$ cat src/sync_hub_pkg.sv
// Constants, types and register map of the synchronization hub command dispatcher
//
// What this block does
// - Trigger delay ignored while cards synchronized
// - Hub validates setup, forwards commands in order
// - Write-only command register at offset 100
// - Bit 1h performs full card reset
// - Bit 2h applies configuration without running
// - Bit 4h starts, applies changes, freezes settings except timeout
// - Bit 8h arms trigger, with start or later
// - Bit 10h forces a trigger event
// - Bit 20h disarms, later triggers ignored
// - Every start begins with trigger disarmed
// - Bit 40h stops run, else no effect
// - Wait ends when hub card is ready
// - Wait reports timeout after programmed milliseconds
// - Read/write participant mask at offset 49200
package sync_hub_pkg;
  // ----------------------------------------
  // Timing
  // ----------------------------------------
  localparam int unsigned CLK_PERIOD_NS = 25;
  localparam int unsigned MS_IN_NS = 1000000;
  localparam int unsigned CYCLES_PER_MS_DEF = (MS_IN_NS + CLK_PERIOD_NS - 1) / CLK_PERIOD_NS;
  localparam logic [31:0] TIMEOUT_RST_MS = 32'h0000_03e8; // 1000 ms
  // ----------------------------------------
  // Register map
  // ----------------------------------------
  localparam int ADDR_W = 16;
  localparam int NUM_CARDS_DEF = 8;
  localparam logic [ADDR_W-1:0] OFF_RUN_COMMAND = 16'h0064; // 100
  localparam logic [ADDR_W-1:0] OFF_PARTICIPANT = 16'hc030; // 49200
  localparam logic [ADDR_W-1:0] OFF_CLOCK_MASTER = 16'hc044; // 49220
  localparam logic [ADDR_W-1:0] OFF_TIMEOUT = 16'h0200;
  localparam logic [ADDR_W-1:0] OFF_TRIG_DELAY = 16'h0204;
  localparam logic [ADDR_W-1:0] OFF_STATUS = 16'h0208;
  localparam logic [31:0] DELAY_RST = 32'h0000_0000;
  localparam logic [31:0] READ_ZERO = 32'h0000_0000;
  // ----------------------------------------
  // Command bits, status bits
  // ----------------------------------------
  localparam int CMD_W = 7;
  localparam int BIT_FULL_RESET = 0;
  localparam int BIT_APPLY_CONFIG = 1;
  localparam int BIT_BEGIN_RUN = 2;
  localparam int BIT_ARM_TRIGGER = 3;
  localparam int BIT_FORCE_TRIGGER = 4;
  localparam int BIT_DISARM_TRIGGER = 5;
  localparam int BIT_END_RUN = 6;
  localparam int BIT_WAIT_READY = 14;
  localparam int STAT_SETUP_ERR = 3;
  localparam int STAT_TIMEOUT_ERR = 4;
  // ----------------------------------------
  // Types
  // ----------------------------------------
  typedef struct packed {
    logic end_run;
    logic disarm_trigger;
    logic force_trigger;
    logic arm_trigger;
    logic begin_run;
    logic apply_config;
    logic full_reset;
  } card_cmd_t;
  typedef struct packed {
    logic busy;
    logic timeout_err;
    logic setup_err;
    logic dirty;
    logic armed;
    logic running;
  } hub_status_t;
  typedef enum logic [2:0] {
    ST_IDLE = 3'h1,
    ST_DISPATCH = 3'h2,
    ST_WAIT = 3'h4
  } hub_state_t;
endpackage

$ cat src/cmd_picker.sv
// Lowest-set-bit picker for pending command bits
`timescale 1ns/100ps
module cmd_picker #(
  parameter int W = 7
)
(
  input wire logic [W-1:0] pending, // Bits still to act on
  output logic [W-1:0] lowest, // One-hot lowest pending bit
  output logic [W-1:0] rest // Pending bits without it
);
  function automatic logic [W-1:0] lowest_set(input logic [W-1:0] v);
    return v & (~v + 1'b1);
  endfunction

  assign lowest = lowest_set(pending);
  assign rest = pending & ~lowest;
endmodule

$ cat src/ms_timer.sv
// Millisecond timeout counter for the wait command
`timescale 1ns/100ps
module ms_timer #(
  parameter int CYCLES_PER_MS = 40000
)
(
  input wire logic pclk, // Clock
  input wire logic presetn, // Async reset, active low
  input wire logic run, // Count while high
  input wire logic [31:0] limit_ms, // Limit, zero means never
  output logic expired // High once limit reached
);
  localparam int PW = $clog2(CYCLES_PER_MS);
  localparam logic [PW-1:0] PRE_LAST = PW'(CYCLES_PER_MS - 1);

  logic [PW-1:0] pre;
  logic [31:0] ms;
  wire tick = pre == PRE_LAST;

  generate
    if (CYCLES_PER_MS < 2)
    begin : bad_cfg
      $error("CYCLES_PER_MS must be at least 2");
    end
  endgenerate

  always_ff @(posedge pclk or negedge presetn)
  begin
    if (!presetn)
    begin
      pre <= '0;
      ms <= '0;
      expired <= 1'b0;
    end
    else if (!run)
    begin
      pre <= '0;
      ms <= '0;
      expired <= 1'b0;
    end
    else
    begin
      pre <= tick ? '0 : pre + 1'b1;
      ms <= tick ? ms + 32'h1 : ms;
      expired <= (limit_ms != 32'h0) && (ms >= limit_ms);
    end
  end
endmodule

$ cat src/sync_hub_command_dispatch.sv
// APB command dispatcher of the card synchronization hub
`timescale 1ns/100ps
module sync_hub_command_dispatch
  import sync_hub_pkg::*;
#(
  parameter int NUM_CARDS = NUM_CARDS_DEF,
  parameter int HUB_POS = 0,
  parameter int CYCLES_PER_MS = CYCLES_PER_MS_DEF
)
(
  input wire logic pclk, // APB clock
  input wire logic presetn, // Async reset, active low
  input wire logic psel, // APB select
  input wire logic penable, // APB enable
  input wire logic pwrite, // APB direction
  input wire logic [ADDR_W-1:0] paddr, // APB byte address
  input wire logic [31:0] pwdata, // APB write data
  output logic [31:0] prdata, // APB read data
  output logic pready, // APB ready
  output logic pslverr, // APB error
  input wire logic hub_card_ready, // Hub card reached ready
  input wire logic trig_in, // Detected trigger event
  output card_cmd_t card_cmd, // Command to cards
  output logic [NUM_CARDS-1:0] card_strobe, // Cards that take it
  output logic sys_trigger, // Trigger to all cards
  output logic [31:0] eff_trig_delay // Delay used by cards
);
  // ----------------------------------------
  // Parameter check
  // ----------------------------------------
  generate
    if (NUM_CARDS < 1 || NUM_CARDS > 32 || HUB_POS < 0 || HUB_POS >= NUM_CARDS)
    begin : bad_cfg
      $error("NUM_CARDS or HUB_POS out of range");
    end
  endgenerate

  // ----------------------------------------
  // State
  // ----------------------------------------
  hub_state_t st;
  hub_state_t next_st;
  logic [NUM_CARDS-1:0] pmask;
  logic [NUM_CARDS-1:0] cmask;
  logic [NUM_CARDS-1:0] fwd_mask;
  logic [31:0] timeout_ms;
  logic [31:0] trig_delay;
  logic [CMD_W-1:0] pending;
  logic wait_req;
  logic running;
  logic armed;
  logic dirty;
  logic setup_err;
  logic timeout_err;
  logic hub_ready_q;
  logic [CMD_W-1:0] lowest;
  logic [CMD_W-1:0] rest;
  logic expired;

  // ----------------------------------------
  // Address decode
  // ----------------------------------------
  wire access = psel & penable & ~pready;
  wire take = access & (st == ST_IDLE);
  wire hit_cmd = paddr == OFF_RUN_COMMAND;
  wire hit_part = paddr == OFF_PARTICIPANT;
  wire hit_clk = paddr == OFF_CLOCK_MASTER;
  wire hit_tmo = paddr == OFF_TIMEOUT;
  wire hit_dly = paddr == OFF_TRIG_DELAY;
  wire hit_stat = paddr == OFF_STATUS;
  wire mapped = hit_cmd | hit_part | hit_clk | hit_tmo | hit_dly | hit_stat;

  // ----------------------------------------
  // Command checks
  // ----------------------------------------
  wire [CMD_W-1:0] new_bits = pwdata[CMD_W-1:0];
  wire needs_check = new_bits[BIT_APPLY_CONFIG] | new_bits[BIT_BEGIN_RUN];
  // One clock master, inside the participants, hub card included
  wire setup_ok = $onehot(cmask) && ((cmask & ~pmask) == '0) && pmask[HUB_POS];
  wire frozen_hit = running & (hit_part | hit_clk | hit_dly);
  wire cmd_fail = pwrite & hit_cmd & needs_check & ~setup_ok;
  wire bad = ~mapped | (pwrite & frozen_hit) | cmd_fail;
  wire wr_ok = take & pwrite & ~bad;
  wire go_cmd = wr_ok & hit_cmd;
  // Start pulls in a setup write if settings changed
  wire [CMD_W-1:0] apply_add = {{(CMD_W-1){1'b0}}, new_bits[BIT_BEGIN_RUN] & dirty} << BIT_APPLY_CONFIG;
  wire [CMD_W-1:0] load_bits = new_bits | apply_add;

  // ----------------------------------------
  // Ordered dispatch
  // ----------------------------------------
  cmd_picker #(
    .W(CMD_W)
  ) u_picker (
    .pending(pending),
    .lowest(lowest),
    .rest(rest)
  );

  wire in_disp = st == ST_DISPATCH;
  wire [CMD_W-1:0] pick = in_disp ? lowest : '0;
  wire p_reset = pick[BIT_FULL_RESET];
  wire p_apply = pick[BIT_APPLY_CONFIG];
  wire p_begin = pick[BIT_BEGIN_RUN];
  wire p_arm = pick[BIT_ARM_TRIGGER];
  wire p_force = pick[BIT_FORCE_TRIGGER];
  wire p_disarm = pick[BIT_DISARM_TRIGGER];
  wire p_end = pick[BIT_END_RUN];
  // Stop is dropped when nothing runs
  wire end_fwd = p_end & running;
  wire [CMD_W-1:0] fwd_bits = {end_fwd, pick[CMD_W-2:0]};
  wire hub_rise = hub_card_ready & ~hub_ready_q;

  // ----------------------------------------
  // Wait and completion
  // ----------------------------------------
  ms_timer #(
    .CYCLES_PER_MS(CYCLES_PER_MS)
  ) u_timer (
    .pclk(pclk),
    .presetn(presetn),
    .run(st == ST_WAIT),
    .limit_ms(timeout_ms),
    .expired(expired)
  );

  wire in_wait = st == ST_WAIT;
  wire wait_end = hub_card_ready | expired;
  wire wait_fail = in_wait & expired & ~hub_card_ready;
  wire disp_done = in_disp & (pending == '0);
  wire next_ready = (take & ~go_cmd) | (disp_done & ~wait_req) | (in_wait & wait_end);

  always_comb
  begin
    next_st = st;
    case (st)
      ST_IDLE:
        if (go_cmd)
          next_st = ST_DISPATCH;
      ST_DISPATCH:
        if (pending == '0)
          next_st = wait_req ? ST_WAIT : ST_IDLE;
      ST_WAIT:
        if (wait_end)
          next_st = ST_IDLE;
      default:
        next_st = ST_IDLE;
    endcase
  end

  // ----------------------------------------
  // Read data
  // ----------------------------------------
  wire hub_status_t stat_now = {~(st == ST_IDLE), timeout_err, setup_err, dirty, armed, running};
  wire [31:0] rd_val = hit_part ? 32'(pmask) :
                       hit_clk ? 32'(cmask) :
                       hit_tmo ? timeout_ms :
                       hit_dly ? trig_delay :
                       hit_stat ? 32'(stat_now) :
                       READ_ZERO;

  // ----------------------------------------
  // APB answer and sequencing
  // ----------------------------------------
  always_ff @(posedge pclk or negedge presetn)
  begin
    if (!presetn)
    begin
      st <= ST_IDLE;
      pready <= 1'b0;
      pslverr <= 1'b0;
      prdata <= READ_ZERO;
    end
    else
    begin
      st <= next_st;
      pready <= next_ready;
      pslverr <= (take & bad) | wait_fail;
      prdata <= (take & ~pwrite) ? rd_val : READ_ZERO;
    end
  end

  always_ff @(posedge pclk or negedge presetn)
  begin
    if (!presetn)
    begin
      pending <= '0;
      wait_req <= 1'b0;
      fwd_mask <= '0;
    end
    else if (go_cmd)
    begin
      pending <= load_bits;
      wait_req <= pwdata[BIT_WAIT_READY];
      fwd_mask <= pmask;
    end
    else if (in_disp)
      pending <= rest;
  end

  // ----------------------------------------
  // Settings registers
  // ----------------------------------------
  always_ff @(posedge pclk or negedge presetn)
  begin
    if (!presetn)
    begin
      pmask <= '0;
      cmask <= '0;
      timeout_ms <= TIMEOUT_RST_MS;
      trig_delay <= DELAY_RST;
    end
    else if (p_reset)
    begin
      pmask <= '0;
      cmask <= '0;
      timeout_ms <= TIMEOUT_RST_MS;
      trig_delay <= DELAY_RST;
    end
    else if (wr_ok)
    begin
      if (hit_part)
        pmask <= pwdata[NUM_CARDS-1:0];
      if (hit_clk)
        cmask <= pwdata[NUM_CARDS-1:0];
      if (hit_tmo)
        timeout_ms <= pwdata;
      if (hit_dly)
        trig_delay <= pwdata;
    end
  end

  // ----------------------------------------
  // Run and trigger state
  // ----------------------------------------
  always_ff @(posedge pclk or negedge presetn)
  begin
    if (!presetn)
    begin
      running <= 1'b0;
      armed <= 1'b0;
      dirty <= 1'b0;
      hub_ready_q <= 1'b1;
    end
    else
    begin
      hub_ready_q <= hub_card_ready;
      if (p_reset | p_end)
        running <= 1'b0;
      else if (p_begin)
        running <= 1'b1;
      else if (hub_rise)
        running <= 1'b0;
      if (p_reset | p_begin | p_disarm)
        armed <= 1'b0;
      else if (p_arm)
        armed <= 1'b1;
      if (p_reset | p_apply | p_begin)
        dirty <= 1'b0;
      else if (wr_ok & (hit_part | hit_clk | hit_dly))
        dirty <= 1'b1;
    end
  end

  // ----------------------------------------
  // Error flags, write one to clear
  // ----------------------------------------
  always_ff @(posedge pclk or negedge presetn)
  begin
    if (!presetn)
    begin
      setup_err <= 1'b0;
      timeout_err <= 1'b0;
    end
    else
    begin
      if (take & cmd_fail)
        setup_err <= 1'b1;
      else if (p_reset | (wr_ok & hit_stat & pwdata[STAT_SETUP_ERR]))
        setup_err <= 1'b0;
      if (wait_fail)
        timeout_err <= 1'b1;
      else if (p_reset | (wr_ok & hit_stat & pwdata[STAT_TIMEOUT_ERR]))
        timeout_err <= 1'b0;
    end
  end

  // ----------------------------------------
  // Card-side outputs
  // ----------------------------------------
  always_ff @(posedge pclk or negedge presetn)
  begin
    if (!presetn)
    begin
      card_cmd <= '0;
      card_strobe <= '0;
      sys_trigger <= 1'b0;
      eff_trig_delay <= DELAY_RST;
    end
    else
    begin
      card_cmd <= card_cmd_t'(fwd_bits);
      card_strobe <= (fwd_bits != '0) ? fwd_mask : '0;
      sys_trigger <= p_force | (armed & running & trig_in);
      eff_trig_delay <= (pmask != '0) ? DELAY_RST : trig_delay;
    end
  end
endmodule

$ cat config.mk
export PLATFORM = sky130hd
export DESIGN_NAME = sync_hub_command_dispatch
export DESIGN_NICKNAME = d
export VERILOG_FILES = /design/src/sync_hub_pkg.sv /design/src/cmd_picker.sv /design/src/ms_timer.sv /design/src/sync_hub_command_dispatch.sv
export SDC_FILE = /design/constraint.sdc
export NUM_CORES = 1
export LEC_CHECK = 0
export ABC_AREA = 1
export BUFFER_PORTS_ARGS = -buffer_cell sky130_fd_sc_hd__buf_2
export CAP_MARGIN = 20
export CORE_MARGIN = 2
export CORE_UTILIZATION = 30
export DETAILED_ROUTE_END_ITERATION = 8
export PLACE_DENSITY = 0.55
export SETUP_SLACK_MARGIN = 0.05
export SLEW_MARGIN = 40
export SYNTH_ARGS = -nofsm -noshare
export SYNTH_HDL_FRONTEND = slang
export SYNTH_HIERARCHICAL = 1
export SYNTH_SLANG_ARGS = --single-unit
$ cat constraint.sdc
create_clock -name pclk -period 11.55 [get_ports pclk]
set_clock_uncertainty 0.2 [all_clocks]
set_input_delay 2.8875 -clock pclk [delete_from_list [all_inputs] [get_ports pclk]]
set_output_delay 2.8875 -clock pclk [all_outputs]
set_load 0.02 [all_outputs]
-- Word-level counts from Yosys, hierarchy flattened
Index checks and enable logic that the tools add are counted.
- add/subtract/negate cells: 10
- magnitude comparators: 1
- eq/ne operators: 15
- mux-type cells: 44
- bitwise gates (word level): 68
- reductions and logical operators: 24
- operator list (operator ; number):
    2-to-1 mux 32 bit ; 14
    2-to-1 mux 8 bit ; 7
    equality test 16 x 10 -> 1 bit (second input constant) ; 3
    equality test 16 bit (second input constant) ; 3
    adder 32 x 1 -> 32 bit (second input constant) ; 1
    greater-or-equal comparator 32 bit ; 1
    2-to-1 mux 16 bit ; 2
    nonzero test 32 bit ; 1
    AND 1 bit ; 29
    bitwise OR 1 bit ; 22
    2-to-1 mux 7 bit ; 3
    nonzero test 2 bit ; 10
    adder 16 x 1 -> 16 bit (second input constant) ; 1
    equality test 16 x 7 -> 1 bit (second input constant) ; 1
    AND 7 bit ; 2
    inverter 7 bit ; 2
    2-to-1 mux 1 bit ; 12
    2-to-1 mux 3 bit ; 4
    inverter 1 bit ; 10
    one-hot mux 3 bit (3 select lines) ; 1
    adder 1 x 1 -> 2 bit ; 4
    AND 8 bit ; 1
    logical NOT 8 bit ; 1
    inverter 8 bit ; 1
    other kinds (18) ; 26
- register bits: 236
- output and inout port bits: 82
- logic and storage cells: 192

-- Depth between registers and ports, before layout
Gate-level depths: netlist (run 1).
- depth in word-level cells: 16
- mapped depth: 19
- mapped depth without buffers: 19

-- Cells and area by module
Netlist (run 1), hierarchy kept.
- by module, submodules not included (module ; instances ; cells each ; area an instance (um^2) ; sequential area each (um^2)):
    sync_hub_command_dispatch ; 1 ; 878 ; 8003.9 ; 4689.5
    ms_timer ; 1 ; 592 ; 3937.5 ; 1226.2
    cmd_picker ; 1 ; 31 ; 145.1 ; 0.0

-- Worst setup path before layout (run 1)
OpenSTA, ideal clock, no wires.
- path type: input -> register
- from: input port paddr[13]
- to: register trig_delay[3]
- setup time: 127 ps
- arrival: 4216 ps
- required time: 11223 ps
- slack: 7007 ps
- cell stages on the path: 11
- cell sequence: nor2_1 > nand2_1 > nor2_4 > nand2_2 > nand3_1 > nor2_2 > nor2_8 > nand3_4 > buf_2 > nand3_1 > o21ai_0
- word-level cells in the longest chain between the ends: 13
- ends and longest elaborated chain (what ; RTL line ; text):
    start, declared ; sync_hub_command_dispatch.sv:16 ; input wire logic [ADDR_W-1:0] paddr,
    equality test 16 x 7 -> 1 bit or equality test 16 bit (tied branches) ; sync_hub_command_dispatch.sv:65, sync_hub_command_dispatch.sv:66 ;
    bitwise OR 1 bit (5 in a row) ; sync_hub_command_dispatch.sv:71 ; wire mapped = hit_cmd | hit_part | hit_clk | hit_tmo | hit_dly | hit_stat;
    inverter 1 bit ; sync_hub_command_dispatch.sv:82 ; wire bad = ~mapped | (pwrite & frozen_hit) | cmd_fail;
    bitwise OR 1 bit (2 in a row) ; sync_hub_command_dispatch.sv:82 ;
    inverter 1 bit ; sync_hub_command_dispatch.sv:83 ; wire wr_ok = take & pwrite & ~bad;
    AND 1 bit ; sync_hub_command_dispatch.sv:83 ;
    nonzero test 2 bit (no source line) ; -- ;
    AND reduction 2 bit (no source line) (*) ; -- ;
    end signal, assigned ; sync_hub_command_dispatch.sv:229 ; trig_delay <= pwdata;
    end, declared ; sync_hub_command_dispatch.sv:47 ; logic [31:0] trig_delay;
Mark *: on every way between the ends. The rest lies on a longest branch, timed or not.
A chain may end at the register's enable or synchronous reset.

-- Worst setup path in the final report (run 1)
- from: input port paddr[7]
- to: register trig_delay[18]
Same word-level chain as after synthesis.

==> metrics.csv, run 1 <==
metric,value,unit
Post-Synth Adder-Cell Area,4.49,%
TritonCTS clock tree,done,
hold-fix buffers at CTS,0,
Synth Instances,1501,
Max stage delay on crit path,0.56,ns
Starting Density,30.4,%
Hold WC Path Type,reg2reg,
f_max,196,MHz
vias in the first global route,9916,
Final Hold Fails,0,
RSZ-0062 raised after global routing,false,
run status,completed,
Setup TNS,0,ns
Worst slew margin,48.8,%
CTS sink count,236,
Slew Limit Fails,0,
Synth Area in XOR/XNOR,0.725,%
Final Instance Area,14200,sq um
Fillers,4183,
ANT nets after route,0,
DRC,0,
Final Wtd Congestion,0.835,
Post-CTS Resized,0,
worst-margin pin slew,0.768,ns
DR iter-0 viols,564,
global-route wire length before repair,52500,um
Setup crit end kind,register,
total gr overflow,0,
final period utilization,44.1,%
largest family of logic cells by synthesized area,simple AND/OR/NAND/NOR gates,
Ports,137,
static leakage,0.00676,uW
Final #Nets,1712,
Clock Tree Root,clkbuf_16,
die span in x,205,um
clock buffer depth,3,
Clock Latency Late Sink,0.54,ns
core area,39700,sq um
H-tree levels,1,
CTS buffer count,25,
Yosys reg bits,236,
largest net degree at the start of global routing,153,
maximum vdd drop,0.0000859,V
total track usage,15.5,%
first-pass iteration count of the detailed router,5,
total nets after synthesis,1597,
Tmin final,5.10,ns
die area,41900,sq um
sequential-to-total area share from yosys stat,48.9,%
peak fanout along the critical path,64,
# Max-Cap Violations,0,
crit start category,input port,
final WL,32200,um
layout cell share with drive strength beyond 1,15.9,%
Arrival @ worst endpoint,5.28,ns
Syn-to-layout area delta,17.4,%
pwr dens,128,nW/um^2
Setup Viol. Count Final,0,
setup bufs post-CTS,0,
"Primary FF master, synth",dfrtp_1,
post-synthesis async set-or-reset flop share,100,%
Setup CP Type,in2reg,
Compound-Gate Fraction of Synth Area,9.38,%
number of buffers and inverters on the critical path,1,
clock edge transition at the registers on the reported setup and hold paths,0.06,ns
antenna violations before repair,2,
vias per inst,4.67,
worst path cell trace,"buf_2, nor2_1, nand2_1, nor2_1, nand2_2, nand3_1, nor2_2, nor2_8, nand3_4, nand3_1, o21ai_1",
Simple-Gate Fraction of Synth Area,28.1,%
row cnt,73,
Worst path slowest cell,nand3_4,
DP HPWL,23300,um
post-synthesis average cell area,8.05,sq um
hold slack,0.283,ns
mux cell area share after synthesis,0,%
Ys Warns,6,
Die Height,205,um
mapped cell area,12100,sq um
Post-synth EDFFs,0,
WL/cell,14.9,um
Port Buffers,136,
Critical Path RT,11.74,ns
CP top delay family,simple AND/OR/NAND/NOR gates,
vias,10100,
Area after DPL,13300,sq um
Yosys cell types,43,
-- tightest hold or removal path: stages, from the launching register on --
cell and delay [ns]:
dfstp_2 0.38, nand2_1 0.06, nand2_1 0.05
-- registers in the layout, indices dropped and copies added (netlist names), 3 cells and up --
| name | flops |
|---|---|
| trig_delay | 32 |
| st | 3 |
| pending | 7 |
| u_timer/pre | 16 |
| card_cmd | 7 |
| u_timer/ms | 32 |
| fwd_mask | 8 |
| timeout_ms | 32 |
| eff_trig_delay | 32 |
| card_strobe | 8 |
| pmask | 8 |
| cmask | 8 |
| prdata | 32 |
-- final timing paths --
kind / end / startpoint / slack, ns / cells after the start
min reg2reg: timeout_ms[6] / timeout_ms[6] / 0.28 / 2
max in group asynchronous: timeout_ms[6] / presetn / 7.75 / 3
max reg2reg: trig_delay[18] / cmask[1] / 6.68 / 17
min in group asynchronous: fwd_mask[3] / presetn / 2.11 / 1
max: trig_delay[18] / paddr[7] / 6.45 / 11
min: timeout_ms[6] / timeout_ms[6] / 0.28 / 2
-- through the flow --
step                      std cells  total power, uW  setup WS [ns]  util (%)
after CTS                      2158             1840           6.41      35.6
after global placement         2113              951           5.64      33.3
final                          2161             1820           6.45      35.7
after detailed placement       2113              953           5.85      33.4
after global routing           2160             1890           6.26      35.7
after floorplan                1501              907           7.01         -
-- layout make-up --
type	count	area (sq um)	share of cell area (%)
timing repair buffer	141	764	5.39
clock buffer	30	684	4.82
clock inverter	15	214	1.51
inverter	201	757	5.33
tap	525	657	4.63
multi-input combinational	1011	5190	36.6
antenna	2	5.00	0.0353
sequential	236	5920	41.7
-- cells by family after synthesis --
logic type,Yosys count
flip-flops,236
XOR/XNOR,10
other,1
buffers and inverters,254
AND/OR/NAND/NOR,742
AO/OA/AOI/OAI,217
adder cells (fa/ha/maj),41
-- placed cells by master, fill, tap and decap left out, drive strengths merged, types with 2 or more instances in the layout --
| cell | Yosys | final |
|---|---|---|
| a21o | 2 | 2 |
| clkinv | 2 | 9 |
| and3 | 2 | 2 |
| o21a | 2 | 2 |
| nor4 | 4 | 4 |
| nand4 | 31 | 31 |
| o22ai | 6 | 6 |
| bufinv | 0 | 5 |
| clkbuf | 19 | 30 |
| nor2 | 188 | 188 |
| dfrtp | 228 | 228 |
| or2 | 2 | 2 |
| o21ai | 139 | 139 |
| a21oi | 52 | 52 |
| xor2 | 8 | 8 |
| inv | 199 | 201 |
| nand2 | 328 | 328 |
| xnor2 | 2 | 2 |
| buf | 34 | 141 |
| fa | 4 | 4 |
| a31oi | 11 | 11 |
| nor3 | 27 | 27 |
| dfstp | 8 | 8 |
| diode | 0 | 2 |
| nand3 | 160 | 160 |
| ha | 37 | 37 |
-- synthesized netlist by cell type (5+ instances only) --
library cell	number	share of area [%]
nor3_1	20	0.83
dfstp_2	8	1.7
nand2_2	11	0.57
dfrtp_1	228	47
ha_1	37	3.8
nand2_1	315	9.8
inv_1	191	5.9
nand3_1	151	6.3
inv_2	8	0.25
nand3_2	5	0.41
nand4_1	31	1.6
nor2_2	8	0.41
nor2_4	12	1.1
buf_2	22	0.91
a21oi_1	52	2.2
nor2_1	167	5.2
nor3_2	7	0.58
o22ai_1	6	0.31
clkbuf_1	19	0.59
xor2_1	8	0.58
a31oi_1	11	0.57
o21ai_0	62	2.6
o21ai_1	77	3.2
buf_1	7	0.22
-- power breakdown --
part           leakage [uW]  internal, uW  switching (uW)
clock              0.000445           535             346
combinational       0.00308          25.9            62.1
sequential          0.00323           839            10.9
-- layer usage --
layer	share of wire [%]	wire [um]	GRT usage [%]
met1	48	15500	21.9
met4	1.5	491	3.96
met3	5.1	1640	2.31
met5	0	0	0
met2	45	14600	24.9
Note: power is estimated with default switching activity, not from simulation.
==> run 2: changes to the inputs <==
PLACE_DENSITY = 0.56   (was 0.55)
clock period = 4.1 ns   (was 11.55 ns; I/O delays follow)
==> metrics.csv, run 2 (synthesis gave the netlist of run 1 again) <==
metric,value,unit,change
total gr overflow,0,,unchanged
Metal-1 WL,15100,um,"was 15,500 um"
Final #Nets,1744,,"was 1,712"
global-route wire length before repair,52800,um,"was 52,500 um"
Clock power frac,47.2,%,was 48.4%
most frequent cells in the layout,"nand2_1, dfrtp_1, inv_1",,unchanged
failing checks,setup timing,,
worst reg2reg path endpoint,timeout_ms[25],,was trig_delay[18]
final WL,32800,um,"was 32,200 um"
Setup Viol. Count Final,64,,was 0
Syn-to-layout area delta,20.1,%,was 17.4%
peak fanout along the critical path,60,,was 64
# Max-Cap Violations,0,,unchanged
WL/cell,15.0,um,was 14.9 um
FF-to-FF path depth,18,,was 17
Ports,137,,unchanged
Net Sw Frac,23.7,%,was 23.0%
Clock Latency Late Sink,0.55,ns,was 0.54 ns
Tmin final,4.15,ns,
Final Wtd Congestion,0.851,,was 0.835
DR iter-0 viols,760,,was 564
Worst slew margin,56.3,%,was 48.8%
static leakage,0.00688,uW,was 0.00676 uW
flop2flop setup slack,-0.05,ns,was 6.68 ns
internal power,3830,uW,was 1400 uW
largest net degree at the start of global routing,71,,was 153
hold-fix buffers at CTS,0,,unchanged
final period utilization,101,%,
total track usage,15.6,%,was 15.5%
top sig layer,met5,,was met4
Final Hold Fails,0,,unchanged
Port Buffers,136,,unchanged
die span in x,205,um,unchanged
switching power,1190,uW,was 419 uW
vias per inst,4.72,,was 4.67
worst-margin pin slew,0.654,ns,was 0.768 ns
DP HPWL,23800,um,"was 23,300 um"
Gate power share,5.1,%,was 4.8%
Critical Path RT,4.30,ns,was 11.74 ns
row cnt,73,,unchanged
TritonCTS clock tree,done,,unchanged
antenna diode instance count,0,,was 2
worst reg2reg startpoint,cmask[0],,was cmask[1]
die area,41900,sq um,unchanged
layout cell share with drive strength beyond 1,18.6,%,was 15.9%
f_max,241,MHz,
H-tree levels,1,,unchanged
Starting Density,30.4,%,unchanged
run status,"finished, violations left",,was completed
Setup CP Type,reg2reg,,was in2reg
maximum vdd drop,0.000248,V,was 0.0000859 V
Setup crit end kind,register,,unchanged
met3 WL post-DR,1900,um,was 1640 um
sequential fraction of design power,47.7,%,was 46.7%
post-place setup slack,-0.0345,ns,was 5.85 ns
CTS sink count,236,,unchanged
Slew Limit Fails,0,,unchanged
Clock Tree Root,clkbuf_16,,unchanged
RSZ-0062 raised after global routing,true,,was false
clock buffer depth,3,,unchanged
Arrival @ worst endpoint,4.35,ns,was 5.28 ns
slack of the critical path,-0.0482,ns,was 6.45 ns
Die Height,205,um,unchanged
metal2 WL,15100,um,"was 14,600 um"
"commonest non-fill, non-tap cell in the layout",nand2_1,,unchanged
Hold WC Path Type,in2async,,was reg2reg
CTS buffer count,27,,was 25
antenna violations before repair,1,,was 2
core area,39700,sq um,unchanged
vias in the first global route,10110,,"was 9,916"
crit start category,register,,was input port
vias,10332,,was 10.1k
clock edge transition at the registers on the reported setup and hold paths,0.06,ns,about the same
DRC,0,,unchanged
first-pass iteration count of the detailed router,5,,unchanged
ANT nets after route,0,,unchanged
pwr dens,346,nW/um^2,was 128 nW/um^2
fin util,36.5,%,was 35.7%
## run 2: cell count changes in the layout (fill, tap and decap cells not counted), sizes merged, moves of 3 or more
cell,delta
buf,+25
clkbuf,+5
bufinv,-4
nand3,+4
inv,-3
## run 2: per-stage QoR
step                total power, uW  hold slack, ns  std cells  cell area (sq um)  TNS, ns
global route                   5230           0.287       2191              14500   -14.69
floorplan                      2550           0.253       1501              12100        0
finish                         5020           0.246       2191              14500    -1.25
global placement               2690           0.271       2132              13400        0
detailed placement             2690           0.274       2132              13400   -0.219
CTS                            5090           0.260       2188              14400    -2.28
## run 2: worst max path at each step
stage,from,endpoint,slack [ns]
after detailed placement,cmask[0],cmask[4],-0.03
final,cmask[0],timeout_ms[25],-0.05
after floorplan,cmask[0],trig_delay[3],0.24
after global placement,cmask[0],cmask[4],0.03
after CTS,cmask[0],pending[3],-0.06
after global routing,cmask[0],timeout_ms[4],-0.20
## run 2: layer usage
layer  vias up  global-route usage [%]
li1       5153                       -
met1      4873                    21.6
met2       256                    25.4
met3        48                    2.50
met4         2                    4.04
met5         -                       0
## run 2: area by class of cell
cell class / count / area [sq um]
fill: 4084 / 25200
sequential: 236 / 5920
multi-input combinational: 1016 / 5320
timing repair buffer: 166 / 986
clock buffer: 35 / 776
inverter: 201 / 756
tap: 525 / 657
clock inverter: 12 / 100
## run 2: critical path: stages (launching register included)
cell and delay (ns):
dfrtp_1 0.36, inv_2 0.05, fa_1 0.56, fa_1 0.43, fa_1 0.43, inv_1 0.08, ha_2 0.18, inv_2 0.04
fa_1 0.48, nand3_1 0.07, nor2_1 0.11, nand3_1 0.12, nand2_1 0.12, nand2_2 0.10, nor2_8 0.15, nand3_2 0.11
buf_12 0.21, nand3_1 0.10, o21ai_1 0.07
## run 2: timing repair
| item | CTS | global route |
|---|---|---|
| setup endpoints to repair | 99 | 104 |
| resized for setup | 9 | 33 |
| buffers inserted | 4 | 3 |
| gates cloned | 5 | 0 |
| pin swaps | 4 | 7 |
## run 2: power by group through the flow
stage | logic, uW | clock network [uW] | registers, uW
final | 257 | 2370 | 2390
after global routing | 292 | 2540 | 2390
after CTS | 261 | 2430 | 2390
after detailed placement | 256 | 0 | 2430
after global placement | 252 | 0 | 2430
after floorplan | 122 | 0 | 2430
==> run 3: changes to the inputs <==
GPL_TIMING_DRIVEN = 0   (was unset)
==> metrics.csv, run 3 (synthesis gave the netlist of run 1 again) <==
metric,value,unit,change
run status,"finished, violations left",,unchanged
failing checks,setup timing,,unchanged
Setup crit end kind,register,,unchanged
pwr dens,337,nW/um^2,was 346 nW/um^2
vias in the first global route,10742,,was 10.1k
fin util,38.6,%,was 36.5%
Arrival @ worst endpoint,4.52,ns,was 4.35 ns
die area,41900,sq um,unchanged
core area,39700,sq um,unchanged
Setup Viol. Count Final,101,,was 64
row cnt,73,,unchanged
final WL,36000,um,"was 32,800 um"
"commonest non-fill, non-tap cell in the layout",nand2_1,,unchanged
layout cell share with drive strength beyond 1,23.1,%,was 18.6%
ANT nets after route,0,,unchanged
worst-margin pin slew,0.827,ns,was 0.654 ns
H-tree levels,1,,unchanged
vias per inst,4.79,,was 4.72
number of buffers and inverters on the critical path,5,,was 4
DR iter-0 viols,639,,was 760
Worst path slowest cell,fa_1,,unchanged
DRC,0,,unchanged
Clock Latency Late Sink,0.56,ns,was 0.55 ns
clock buffer depth,3,,unchanged
hold-fix buffers at CTS,0,,unchanged
antenna violations before repair,1,,unchanged
CTS sink count,236,,unchanged
Max stage delay on crit path,0.56,ns,about the same
Critical Path RT,4.32,ns,was 4.30 ns
largest net degree at the start of global routing,72,,was 71
Tmin final,4.29,ns,was 4.15 ns
Ports,137,,unchanged
total gr overflow,0,,unchanged
maximum vdd drop,0.000306,V,was 0.000248 V
Final Wtd Congestion,0.864,,was 0.851
# Max-Cap Violations,0,,unchanged
hold slack,0.118,ns,was 0.246 ns
final period utilization,105,%,was 101%
Setup CP Type,reg2reg,,unchanged
most frequent CP cell,fa_1,,unchanged
Final Hold Fails,0,,unchanged
Starting Density,30.4,%,unchanged
crit start category,register,,unchanged
first-pass iteration count of the detailed router,5,,unchanged
worst path cell trace,"inv_2, fa_1, fa_1, fa_1, inv_1, ha_2, inv_2, fa_1, nand3_1, nor2_2, nand3_2, nand2_2, nand2_4, nor2_4, nand3_4, buf_12, buf_8, nand3_2, o21ai_1",,"was inv_2, fa_1, fa_1, fa_1, inv_1, ha_2, inv_2, fa_1, nand3_1, nor2_1, nand3_1, nand2_1, nand2_2, nor2_8, nand3_2, buf_12, nand3_1, o21ai_1"
Worst slew margin,44.9,%,was 56.3%
RSZ-0062 raised after global routing,true,,unchanged
Slew Limit Fails,0,,unchanged
DP HPWL,26500,um,"was 23,800 um"
Setup TNS,-13.39,ns,was -1.25 ns
CP top delay family,adder cells,,unchanged
TritonCTS clock tree,done,,unchanged
static leakage,0.00723,uW,was 0.00688 uW
global-route wire length before repair,57900,um,"was 52,800 um"
vias,10756,,was 10.3k
Clock Tree Root,clkbuf_16,,unchanged
Syn-to-layout area delta,26.9,%,was 20.1%
peak fanout along the critical path,5,,was 60
most frequent cells in the layout,"nand2_1, dfrtp_1, inv_1",,unchanged
Hold WC Path Type,in2async,,unchanged
Port Buffers,136,,unchanged
total track usage,17.3,%,was 15.6%
Die Height,205,um,unchanged
WL/cell,16.0,um,was 15.0 um
slack of the critical path,-0.194,ns,was -0.0482 ns
antenna diode instance count,0,,unchanged
Final #Nets,1796,,"was 1,744"
f_max,233,MHz,was 241 MHz
clock edge transition at the registers on the reported setup and hold paths,0.06,ns,about the same
CTS buffer count,27,,unchanged
die span in x,205,um,unchanged
==> run 3: cell type report <==
cell class / instances / area [sq um]
inverters: 201 / 754
plain buffers: 53 / 364
clock inverters: 18 / 214
repair buffers: 168 / 1160
fillers: 4091 / 24400
clock buffers: 31 / 701
well taps: 525 / 657
flip-flops and latches: 236 / 5920
multi-input cells: 1013 / 5580
==> run 3: final timing paths <==
kind / start / endpoint / slack (ns) / cells after the start
worst max register to register: cmask[0] / trig_delay[25] / -0.19 / 19
max in group asynchronous: presetn / timeout_ms[9] / 2.52 / 3
min in group pclk: timeout_ms[6] / timeout_ms[6] / 0.29 / 2
worst max-delay path: cmask[0] / trig_delay[25] / -0.19 / 19
worst min register to register: timeout_ms[6] / timeout_ms[6] / 0.29 / 2
worst min-delay path: presetn / card_strobe[2] / 0.12 / 1
==> run 3: worst register-to-register path: stages (launching register included) <==
cell and delay (ns):
dfrtp_1 0.37, inv_2 0.05, fa_1 0.56, fa_1 0.43
fa_1 0.44, inv_1 0.08, ha_2 0.18, inv_2 0.04
fa_1 0.49, nand3_1 0.09, nor2_2 0.12, nand3_2 0.10
nand2_2 0.11, nand2_4 0.09, nor2_4 0.19, nand3_4 0.15
buf_12 0.19, buf_8 0.14, nand3_2 0.05, o21ai_1 0.08
==> run 3: routing by layer <==
metal	vias up	global-route usage, %	wire length, um
met4	2	6.16	1120
met2	295	28.1	16900
met3	69	2.55	1790
li1	5269	-	-
met5	-	0	13
met1	5121	23.4	16100
==> run 3: stage by stage <==
step	power [uW]	area [sq um]	std cells	setup slack (ns)
floorplan	2550	12100	1501	0.240
CTS	5220	15100	2241	-0.198
global placement	2680	13400	2162	-2.55
finish	5170	15300	2245	-0.194
global route	5380	15300	2245	-0.322
detailed placement	2700	13500	2165	-0.326
==> run 3: where the power goes <==
part / switching (uW) / internal [uW] / total (uW)
registers: 32.1 / 2360 / 2400
logic: 185 / 85.4 / 270
clock network: 1020 / 1480 / 2510
total: 1240 / 3930 / 5170
==> run 3: timing repair <==
item,in CTS,in global routing
setup endpoints to repair,102,104
setup buffers,18,2
gates resized for setup,107,51
cloned,9,2
pin swaps,5,11
